==> src/hdl/afesr_pkg.sv <==
// Package for the front end setup register bank: addresses, fields, defaults and carrier types
package afesr_pkg;
	localparam int ADDR_W = 6;
	localparam int DATA_W = 14;
	localparam int DLINE_DEPTH = 10;
	localparam int LAT_W = 4;
	localparam logic [ADDR_W-1:0] ADDR_SETUP_ONE = 6'h01;
	localparam logic [ADDR_W-1:0] ADDR_SETUP_TWO = 6'h02;
	localparam logic [ADDR_W-1:0] ADDR_SETUP_THREE = 6'h03;
	localparam logic [ADDR_W-1:0] ADDR_SOFT_RESET = 6'h04;
	localparam logic [ADDR_W-1:0] ADDR_AUTOCYCLE_RESET = 6'h05;
	localparam logic [7:0] SETUP_ONE_DEFAULT = 8'h03;
	localparam logic [7:0] SETUP_TWO_DEFAULT = 8'h20;
	localparam logic [7:0] SETUP_THREE_DEFAULT = 8'h1F;
	localparam logic [7:0] SETUP_ONE_MASK = 8'h7F;
	localparam logic [7:0] SETUP_TWO_MASK = 8'hEF;
	localparam logic [7:0] SETUP_THREE_MASK = 8'hFF;
	localparam logic [7:0] READ_UNMAPPED = 8'h00;
	// Setup one fields
	localparam int B_GLOBAL_ON = 0;
	localparam int B_CDS = 1;
	localparam int B_MONO = 2;
	localparam int B_SELECTIVE_POWERDOWN = 3;
	localparam int B_AMP_OFFSET_LO = 4;
	localparam int B_FASTEST_MODE = 6;
	// Setup two fields
	localparam int B_FORMAT_LO = 0;
	localparam int B_OUTPUT_INVERT = 2;
	localparam int B_EXTERNAL_REFERENCE = 3;
	localparam int B_DAC_SPAN = 5;
	localparam int B_LATENCY_LO = 6;
	// Setup three fields
	localparam int B_DAC_CODE_LO = 0;
	localparam int B_CDS_SHIFT_LO = 4;
	localparam int B_MONO_SELECT_LO = 6;
	// Master clock periods per ADC clock period
	localparam logic [LAT_W-1:0] ADC_PERIOD_NORMAL = 4'h2;
	localparam logic [LAT_W-1:0] ADC_PERIOD_FAST_ROW = 4'h3;
	localparam logic [1:0] MONO_SELECT_RED = 2'h0;

	typedef enum logic [1:0] {COLOUR_RED, COLOUR_GREEN, COLOUR_BLUE} afesr_colour_e;

	typedef struct packed {
		logic global_power_on;
		logic block_disable_enable;
		logic cds_mode;
		logic mono_mode;
		logic [1:0] amp_output_offset;
		logic fastest_mode_flag;
		logic [1:0] output_word_format;
		logic output_invert;
		logic reference_dac_hiz;
		logic reference_dac_span;
		logic [3:0] reference_dac_code;
		logic [1:0] cds_reset_shift;
		logic [1:0] mono_input_select;
		logic [LAT_W-1:0] output_latency_cycles;
		logic soft_reset_pulse;
		logic autocycle_reset_pulse;
	} afesr_ctrl_s;

	typedef struct packed {
		logic wr_en;
		logic rd_en;
		logic [ADDR_W-1:0] addr;
		logic [7:0] wdata;
	} afesr_req_s;
endpackage : afesr_pkg

==> src/hdl/afesr_bank.sv <==
// Setup register bank with output latency line, inversion and auto-cycle colour counter
`timescale 1ns/1ps
`default_nettype none

module afesr_bank (
	input wire logic ref_clk,
	input wire logic rst,
	input wire afesr_pkg::afesr_req_s req,
	input wire logic row_sequential_operation,
	input wire logic fast_row_mode,
	input wire logic autocycle_step,
	input wire logic [afesr_pkg::DATA_W-1:0] adc_data,
	output logic [7:0] rd_data,
	output var afesr_pkg::afesr_ctrl_s ctrl,
	output var afesr_pkg::afesr_colour_e autocycle_colour,
	output logic [afesr_pkg::DATA_W-1:0] data_out
);
	import afesr_pkg::*;

	typedef struct packed {
		logic [7:0] setup_one_power_sampling;
		logic [7:0] setup_two_output_reference;
		logic [7:0] setup_three_clamp_timing;
		afesr_ctrl_s ctrl;
		afesr_colour_e colour;
		logic [7:0] rd_data;
		logic [DLINE_DEPTH-1:0][DATA_W-1:0] dline;
		logic [DATA_W-1:0] data_out;
	} afesr_state_s;

	afesr_state_s s_q;
	afesr_state_s s_d;
	logic [DATA_W-1:0] tap;

	// Output latency in master clocks from the code and the ADC period
	function automatic logic [LAT_W-1:0] latency_cycles(input logic [1:0] code, input logic fast);
		logic [LAT_W-1:0] period;
		period = fast ? ADC_PERIOD_FAST_ROW : ADC_PERIOD_NORMAL;
		latency_cycles = 4'({2'h0, code} * period);
	endfunction : latency_cycles

	// Effective controls seen by the analogue blocks and the output stage
	function automatic afesr_ctrl_s derive_ctrl(input logic [7:0] r1, input logic [7:0] r2,
			input logic [7:0] r3, input logic row_seq, input logic fast);
		afesr_ctrl_s c;
		c = '0;
		// Under selective power down the on bit is ignored and blocks stay up by default
		c.global_power_on = r1[B_SELECTIVE_POWERDOWN] | r1[B_GLOBAL_ON];
		c.block_disable_enable = r1[B_SELECTIVE_POWERDOWN];
		c.cds_mode = r1[B_CDS];
		// Row sequential timing only works with mono on and red selected
		c.mono_mode = row_seq | r1[B_MONO];
		c.mono_input_select = row_seq ? MONO_SELECT_RED : r3[B_MONO_SELECT_LO +: 2];
		c.amp_output_offset = r1[B_AMP_OFFSET_LO +: 2];
		c.fastest_mode_flag = r1[B_FASTEST_MODE];
		c.output_word_format = r2[B_FORMAT_LO +: 2];
		c.output_invert = r2[B_OUTPUT_INVERT];
		c.reference_dac_hiz = r2[B_EXTERNAL_REFERENCE];
		c.reference_dac_span = r2[B_DAC_SPAN];
		c.reference_dac_code = r3[B_DAC_CODE_LO +: 4];
		c.cds_reset_shift = r3[B_CDS_SHIFT_LO +: 2];
		c.output_latency_cycles = latency_cycles(r2[B_LATENCY_LO +: 2], fast);
		derive_ctrl = c;
	endfunction : derive_ctrl

	// Every cell returns here on hard reset; a soft reset loads it too but re-derives the controls and raises soft_reset_pulse
	function automatic afesr_state_s reset_state();
		afesr_state_s r;
		r = '0;
		r.setup_one_power_sampling = SETUP_ONE_DEFAULT;
		r.setup_two_output_reference = SETUP_TWO_DEFAULT;
		r.setup_three_clamp_timing = SETUP_THREE_DEFAULT;
		r.ctrl = derive_ctrl(SETUP_ONE_DEFAULT, SETUP_TWO_DEFAULT, SETUP_THREE_DEFAULT, 1'b0, 1'b0);
		r.colour = COLOUR_RED;
		r.rd_data = READ_UNMAPPED;
		reset_state = r;
	endfunction : reset_state

	// Next state: data line, colour counter, register writes, strobes and read answer
	always_comb begin
		s_d = s_q;
		tap = s_q.dline[s_q.ctrl.output_latency_cycles];
		// Latency line; tap zero is minimum latency
		s_d.dline[0] = adc_data;
		for (int i = 1; i < DLINE_DEPTH; i++) begin
			s_d.dline[i] = s_q.dline[i-1];
		end
		s_d.data_out = s_q.ctrl.output_invert ? ~tap : tap;
		// Colour counter advanced by the auto-cycle input pulse
		if (autocycle_step) begin
			case (s_q.colour)
				COLOUR_RED: s_d.colour = COLOUR_GREEN;
				COLOUR_GREEN: s_d.colour = COLOUR_BLUE;
				default: s_d.colour = COLOUR_RED;
			endcase
		end
		s_d.rd_data = READ_UNMAPPED;
		if (req.rd_en) begin
			case (req.addr)
				ADDR_SETUP_ONE: s_d.rd_data = s_q.setup_one_power_sampling;
				ADDR_SETUP_TWO: s_d.rd_data = s_q.setup_two_output_reference;
				ADDR_SETUP_THREE: s_d.rd_data = s_q.setup_three_clamp_timing;
				default: s_d.rd_data = READ_UNMAPPED; // Strobes are write only
			endcase
		end
		if (req.wr_en) begin
			case (req.addr)
				ADDR_SETUP_ONE: s_d.setup_one_power_sampling = req.wdata & SETUP_ONE_MASK;
				ADDR_SETUP_TWO: s_d.setup_two_output_reference = req.wdata & SETUP_TWO_MASK;
				ADDR_SETUP_THREE: s_d.setup_three_clamp_timing = req.wdata & SETUP_THREE_MASK;
				ADDR_AUTOCYCLE_RESET: s_d.colour = COLOUR_RED;
				default: s_d.colour = s_d.colour;
			endcase
		end
		s_d.ctrl = derive_ctrl(s_d.setup_one_power_sampling, s_d.setup_two_output_reference,
			s_d.setup_three_clamp_timing, row_sequential_operation, fast_row_mode);
		// Strobe pulses last one cycle and leave nothing stored
		s_d.ctrl.autocycle_reset_pulse = req.wr_en && (req.addr == ADDR_AUTOCYCLE_RESET);
		// Soft reset overrides everything else taken in the same cycle
		if (req.wr_en && (req.addr == ADDR_SOFT_RESET)) begin
			s_d = reset_state();
			// Forced mono settings still follow row sequential operation through a soft reset
			s_d.ctrl = derive_ctrl(SETUP_ONE_DEFAULT, SETUP_TWO_DEFAULT, SETUP_THREE_DEFAULT,
				row_sequential_operation, fast_row_mode);
			s_d.ctrl.soft_reset_pulse = 1'b1;
		end
	end

	// State register
	always_ff @(posedge ref_clk) begin
		if (rst) begin
			s_q <= reset_state();
		end else begin
			s_q <= s_d;
		end
	end

	assign rd_data = s_q.rd_data;
	assign ctrl = s_q.ctrl;
	assign autocycle_colour = s_q.colour;
	assign data_out = s_q.data_out;
endmodule : afesr_bank

`default_nettype wire

==> config.mk <==
export PLATFORM = sky130hd
export DESIGN_NAME = afesr_bank
export DESIGN_NICKNAME = d
export VERILOG_FILES = /design/src/hdl/afesr_pkg.sv /design/src/hdl/afesr_bank.sv
export SDC_FILE = /design/constraint.sdc
export NUM_CORES = 1
export LEC_CHECK = 0
export BUFFER_PORTS_ARGS = -buffer_cell sky130_fd_sc_hd__buf_2
export CELL_PAD_IN_SITES_DETAIL_PLACEMENT = 1
export CELL_PAD_IN_SITES_GLOBAL_PLACEMENT = 1
export CORE_MARGIN = 2
export CORE_UTILIZATION = 40
export CTS_BUF_LIST = sky130_fd_sc_hd__clkbuf_16
export CTS_CLUSTER_SIZE = 14
export DETAILED_ROUTE_END_ITERATION = 10
export PLACE_DENSITY = 0.74
export REMOVE_ABC_BUFFERS = 1
export SYNTH_ARGS = -nofsm -noshare
export SYNTH_HDL_FRONTEND = slang
export SYNTH_SLANG_ARGS = --single-unit
==> constraint.sdc <==
create_clock -name ref_clk -period 2.5 [get_ports ref_clk]
set_input_delay 0.25 -clock ref_clk [delete_from_list [all_inputs] [get_ports ref_clk]]
set_output_delay 0.25 -clock ref_clk [all_outputs]
set_load 0.03 [all_outputs]
Word level (Yosys, flattened, before mapping)
Cells that the tools add are included.

storage, ports and cells
  flip-flop bits (word level) = 212
  bits of input ports = 35
  word-level logic and storage cells = 66

cells by class
  bitwise logic cells = 4
  reductions and logical operators = 6
  equality and inequality tests = 6
  $mul = 1
  order comparisons = 1
  multiplexer cells = 16

operators with widths
  operator                                                    count
  two-way mux 187 bit                                         1
  binary-select mux 14 bit (select 4 bit)                     1
  two-way mux 14 bit                                          2
  two-way mux 8 bit                                           3
  case mux 8 bit (3 select lines)                             1
  two-way mux 23 bit                                          1
  NOT 14 bit                                                  1
  == test 6 x 2 -> 1 bit, second input constant               2
  == test 6 x 3 -> 1 bit, second input constant               2
  two-way mux 2 bit                                           4
  two-way mux 7 bit                                           1
  == test 6 x 1 -> 1 bit, second input constant               1
  OR reduction 3 bit                                          2
  less-than comparator 4 x 5 -> 1 bit, second input constant  1
  multiplier 2 x 2 -> 4 bit                                   1
  case mux 2 bit (2 select lines)                             1
  == test 2 x 1 -> 1 bit, second input constant               1
  logical AND 1 bit                                           2
  logical NOT 2 bit                                           1
  OR 1 bit                                                    2
  OR reduction 2 bit                                          1
  two-way mux 1 bit                                           1
  NOT 1 bit                                                   1

Depth between registers and ports, before layout
  word-level depth = 6
  mapped depth = 9
  mapped depth without buffers = 7

Least setup slack after synthesis
No wires, ideal clock.

  path type = input to register
  start = in req[8] in the netlist's numbering
  end = reg s_q (netlist bit ctrl[4])
  library setup time = 115 ps
  slack = 507 ps
  arrival time = 1878 ps
  cell stages on the path = 9
  data required time = 2385 ps
  buffers on the path = 2
  path through = buf_2 -> nor2b_1 -> clkbuf_1 -> nand3_2 -> mux2i_1 -> nor2b_1 -> ha_1 -> ha_1 -> and2_1

between the ends
  longest elaborated chain between the ends = 4
  elaborated cells between the ends (all ways) = 7
  those cells by class = mul: 1; eq/ne: 2; mux: 2; reduce/logical: 2

RTL lines
  item                       RTL line           text
  start, declared            afesr_bank.sv:8    input wire afesr_pkg::afesr_req_s req,
  == test 6 x 2 -> 1 bit     afesr_bank.sv:107  case (req.addr)
  two-way mux 8 bit          afesr_bank.sv:107
  two-way mux 23 bit         afesr_bank.sv:106  if (req.wr_en) begin
  multiplier 2 x 2 -> 4 bit  afesr_bank.sv:39   latency_cycles = 4'({2'h0, code} * period);
  end signal, assigned       afesr_bank.sv:132  s_q <= reset_state();
  end, declared              afesr_bank.sv:31   afesr_state_s s_q;

Several ways; a longest one is shown, not always the timed one.
A chain may end at the register's enable or synchronous reset.

Worst setup path in the final report
  start = reg s_q (netlist bit ctrl[2])
  end = reg s_q (netlist bit data_out[13])

between the ends
  longest elaborated chain between the ends = 4

RTL lines
  item                                        RTL line          text
  binary-select mux 14 bit (select 4 bit) *   afesr_bank.sv:82  tap = s_q.dline[s_q.ctrl.output_latency_cycles];
  two-way mux 14 bit (implied by the code) *  afesr_bank.sv:82
  NOT 14 bit                                  afesr_bank.sv:88  s_d.data_out = s_q.ctrl.output_invert ? ~tap : tap;
  two-way mux 14 bit *                        afesr_bank.sv:88

Mark *: on every way between the ends. The rest lies on a longest branch, timed or not. The select of a mux whose other input is x is not followed.

==> reports/results.ini <==
[logic_synthesis]
synth_simple_gate_area_frac=0.168
synth-seq-cells=196
ys_types=35
synthAdderAreaFrac=0.00341
synth_compound_area_frac=0.0492
synth-edff-count=0
async_flop_share=0
yosys_warnings=0
synthMuxAreaShare=0.165
yosys_most_used_dff=dfxtp_1
synth_xor_area_frac=0
syn_inst=636
syn_avg_cell_area_um2=11.6
syn_area_mm2=0.00735
synth_top_family_by_area=simple AND/OR/NAND/NOR gates
seq_area_frac_synth=0.534

[cts]
h-tree-depth=4
ctsResizeCount=0
cts_max_path_buffers=2
clock_latency_ns=0.43
cts_tree=built
clockRootBuffer=clkbuf_16
cts_made_buffers=17
clkSinkCount=196
clk_pin_slew_ns=0.07

[worst_hold_path]
hold_path.class=in2reg
holdPathStages=2

[critical_path]
critPathLaunchType=flip-flop
worstSetupPathType=reg2reg
critPathRequiredTime_ns=2.84
cp_max_fo=19
arrival_ns=2.29
end_kind=flip-flop
reg2reg_depth=4

[timing]
slew_headroom=0.575
hold_violations=0
setup_ws_ns=0.548
rsz0062_at_grt=no
min_period_ns=1.95
tightestPinTransition_ns=0.637
max_freq_mhz=512
hold_slack_ns=0.0190
clock_skew_ns=0.00743
drv_slew=0
setup_viol_count_final=0
period_share=0.781

[global_routing]
grt.overflow.total=0
first_global_vias=4888
antenna_found_initial=1
track_usage=0.165
grt_max_degree=114
grt_pass1_wl_mm=25.4

[power]
clkPwrFrac=0.440
total_power_w=0.00617
ir_drop_uv=470
p_leak_nw=3.46
seqPwrFrac=0.518
intPower_w=0.00485
powerDensity_mw_per_mm2=748
comb_power_share=0.042
swShare=0.215
p_sw_w=0.00133

[floorplanning]
placementRows=49
io_pins=85
coreArea_mm2=0.0180
die-area_mm2=0.0195
die_w_um=140
dieHeight_um=140
start_util=0.409

[final_layout]
drive_gt1_frac=0.259
num-nets-final=708
diodes=0
final_util=0.459
syn2layout_area_growth_pct=12.3

[drt]
drt_iter0_markers=160
avgViaCountPerCell=4.96
routed_wl_mm=15.4
first_pass_iters=4
drc=0
vias=4523
wl_per_cell_um=16.8
ant_nets=0

[flow_run]
drv_cap=0

[placed_design]
port_buffers=84
place_ws_ns=0.282
place.gp.congestion=0.841
place_hpwl_mm=9.90

[status]
status=finished, final reports clean

worst paths after layout:
check,slack [ns],end,start
worst max-delay path,0.55,data_out[13],ctrl[2]
worst min register to register,0.45,s_q[68],s_q[54]
worst min-delay path,0.02,s_q[27],adc_data[13]
worst max register to register,0.55,data_out[13],ctrl[2]
what timing repair did:
item                      CTS  global route
hold buffers                2             0
buffers inserted            0             0
hold endpoints to repair    2             0
kinds of logic after synthesis:
kind of cell / after synthesis
AO/OA/AOI/OAI: 39
adder cells (fa/ha/maj): 2
buffers and inverters: 90
flip-flops: 196
multiplexers: 102
AND/OR/NAND/NOR: 207
power by group through the flow:
| stage | clock network [W] | registers, W | logic (W) |
|---|---|---|---|
| finish | 0.00272 | 0.00320 | 0.000258 |
| floorplan | 0 | 0.00329 | 0.000125 |
| detailed placement | 0 | 0.00327 | 0.000259 |
| CTS | 0.00280 | 0.00320 | 0.000263 |
| global route | 0.00292 | 0.00320 | 0.000285 |
| global placement | 0 | 0.00327 | 0.000250 |
cell usage in the layout, fill, tap and decap left out, drive strengths merged, types with 2 or more instances in the layout:
cell type,count
nor3,8
buf,100
mux2,14
nor2b,4
clkinv,3
nor2,29
nand3,2
clkinvlp,4
nor3b,4
o22ai,14
mux2i,74
clkbuf,17
o21ai,2
dlygate4sd3,2
ha,2
bufinv,3
a221oi,14
dfxtp,196
a21oi,6
and2,144
nand2,10
inv,8
mux4,14
flip-flops by register name, summed over array words and instances (netlist names):
register          flops
s_q                 162
data_out             14
ctrl                 10
rd_data               8
autocycle_colour      2
metal layers:
layer	global-route usage	wire length, um
met3	0.0420	748
met4	0.0590	221
met2	0.285	7470
met5	0	13
met1	0.201	6910
worst max-delay path: stages, from the launching register on:
cell      delay [ns]
dfxtp_4         0.49
buf_12          0.23
mux4_2          0.52
a221oi_1        0.35
mux2i_1         0.26
per-stage QoR:
step | TNS (ns) | std cells | cell area (um2)
4_1_cts | 0 | 912 | 8250
3_3_place_gp | 0 | 879 | 7640
3_5_place_dp | 0 | 879 | 7640
2_1_floorplan | -13.00 | 550 | 6780
6_report | 0 | 912 | 8250
5_1_grt | 0 | 912 | 8250
layout make-up:
cell class | count | area (um2)
Inverter | 4 | 15.0
Sequential cell | 196 | 3930
Tap cell | 229 | 287
Clock buffer | 17 | 425
Fill cell | 1938 | 9710
Clock inverter | 14 | 163
Timing Repair Buffer | 102 | 598
Multi-Input combinational cell | 350 | 2840
synth_stat cells (2+ instances only):
master    count  area share
nand2_1      10      0.0051
inv_1         3      0.0015
mux2i_1      74        0.10
dfxtp_1     196        0.53
nand3_2       2      0.0027
a21oi_1       6      0.0041
nor3_1        8      0.0054
mux2_2       14       0.021
buf_4        52       0.053
nor3b_1       3      0.0031
buf_2        10      0.0068
buf_6         4      0.0061
nor2b_1       4      0.0034
a221oi_1      3      0.0036
clkbuf_1     19      0.0097
o22ai_1      14       0.012
mux4_2       14       0.043
a221oi_2     11       0.022
and2_1      144        0.12
ha_1          2      0.0034
nor2_1       29       0.015
(Power assumes the default switching activity.)
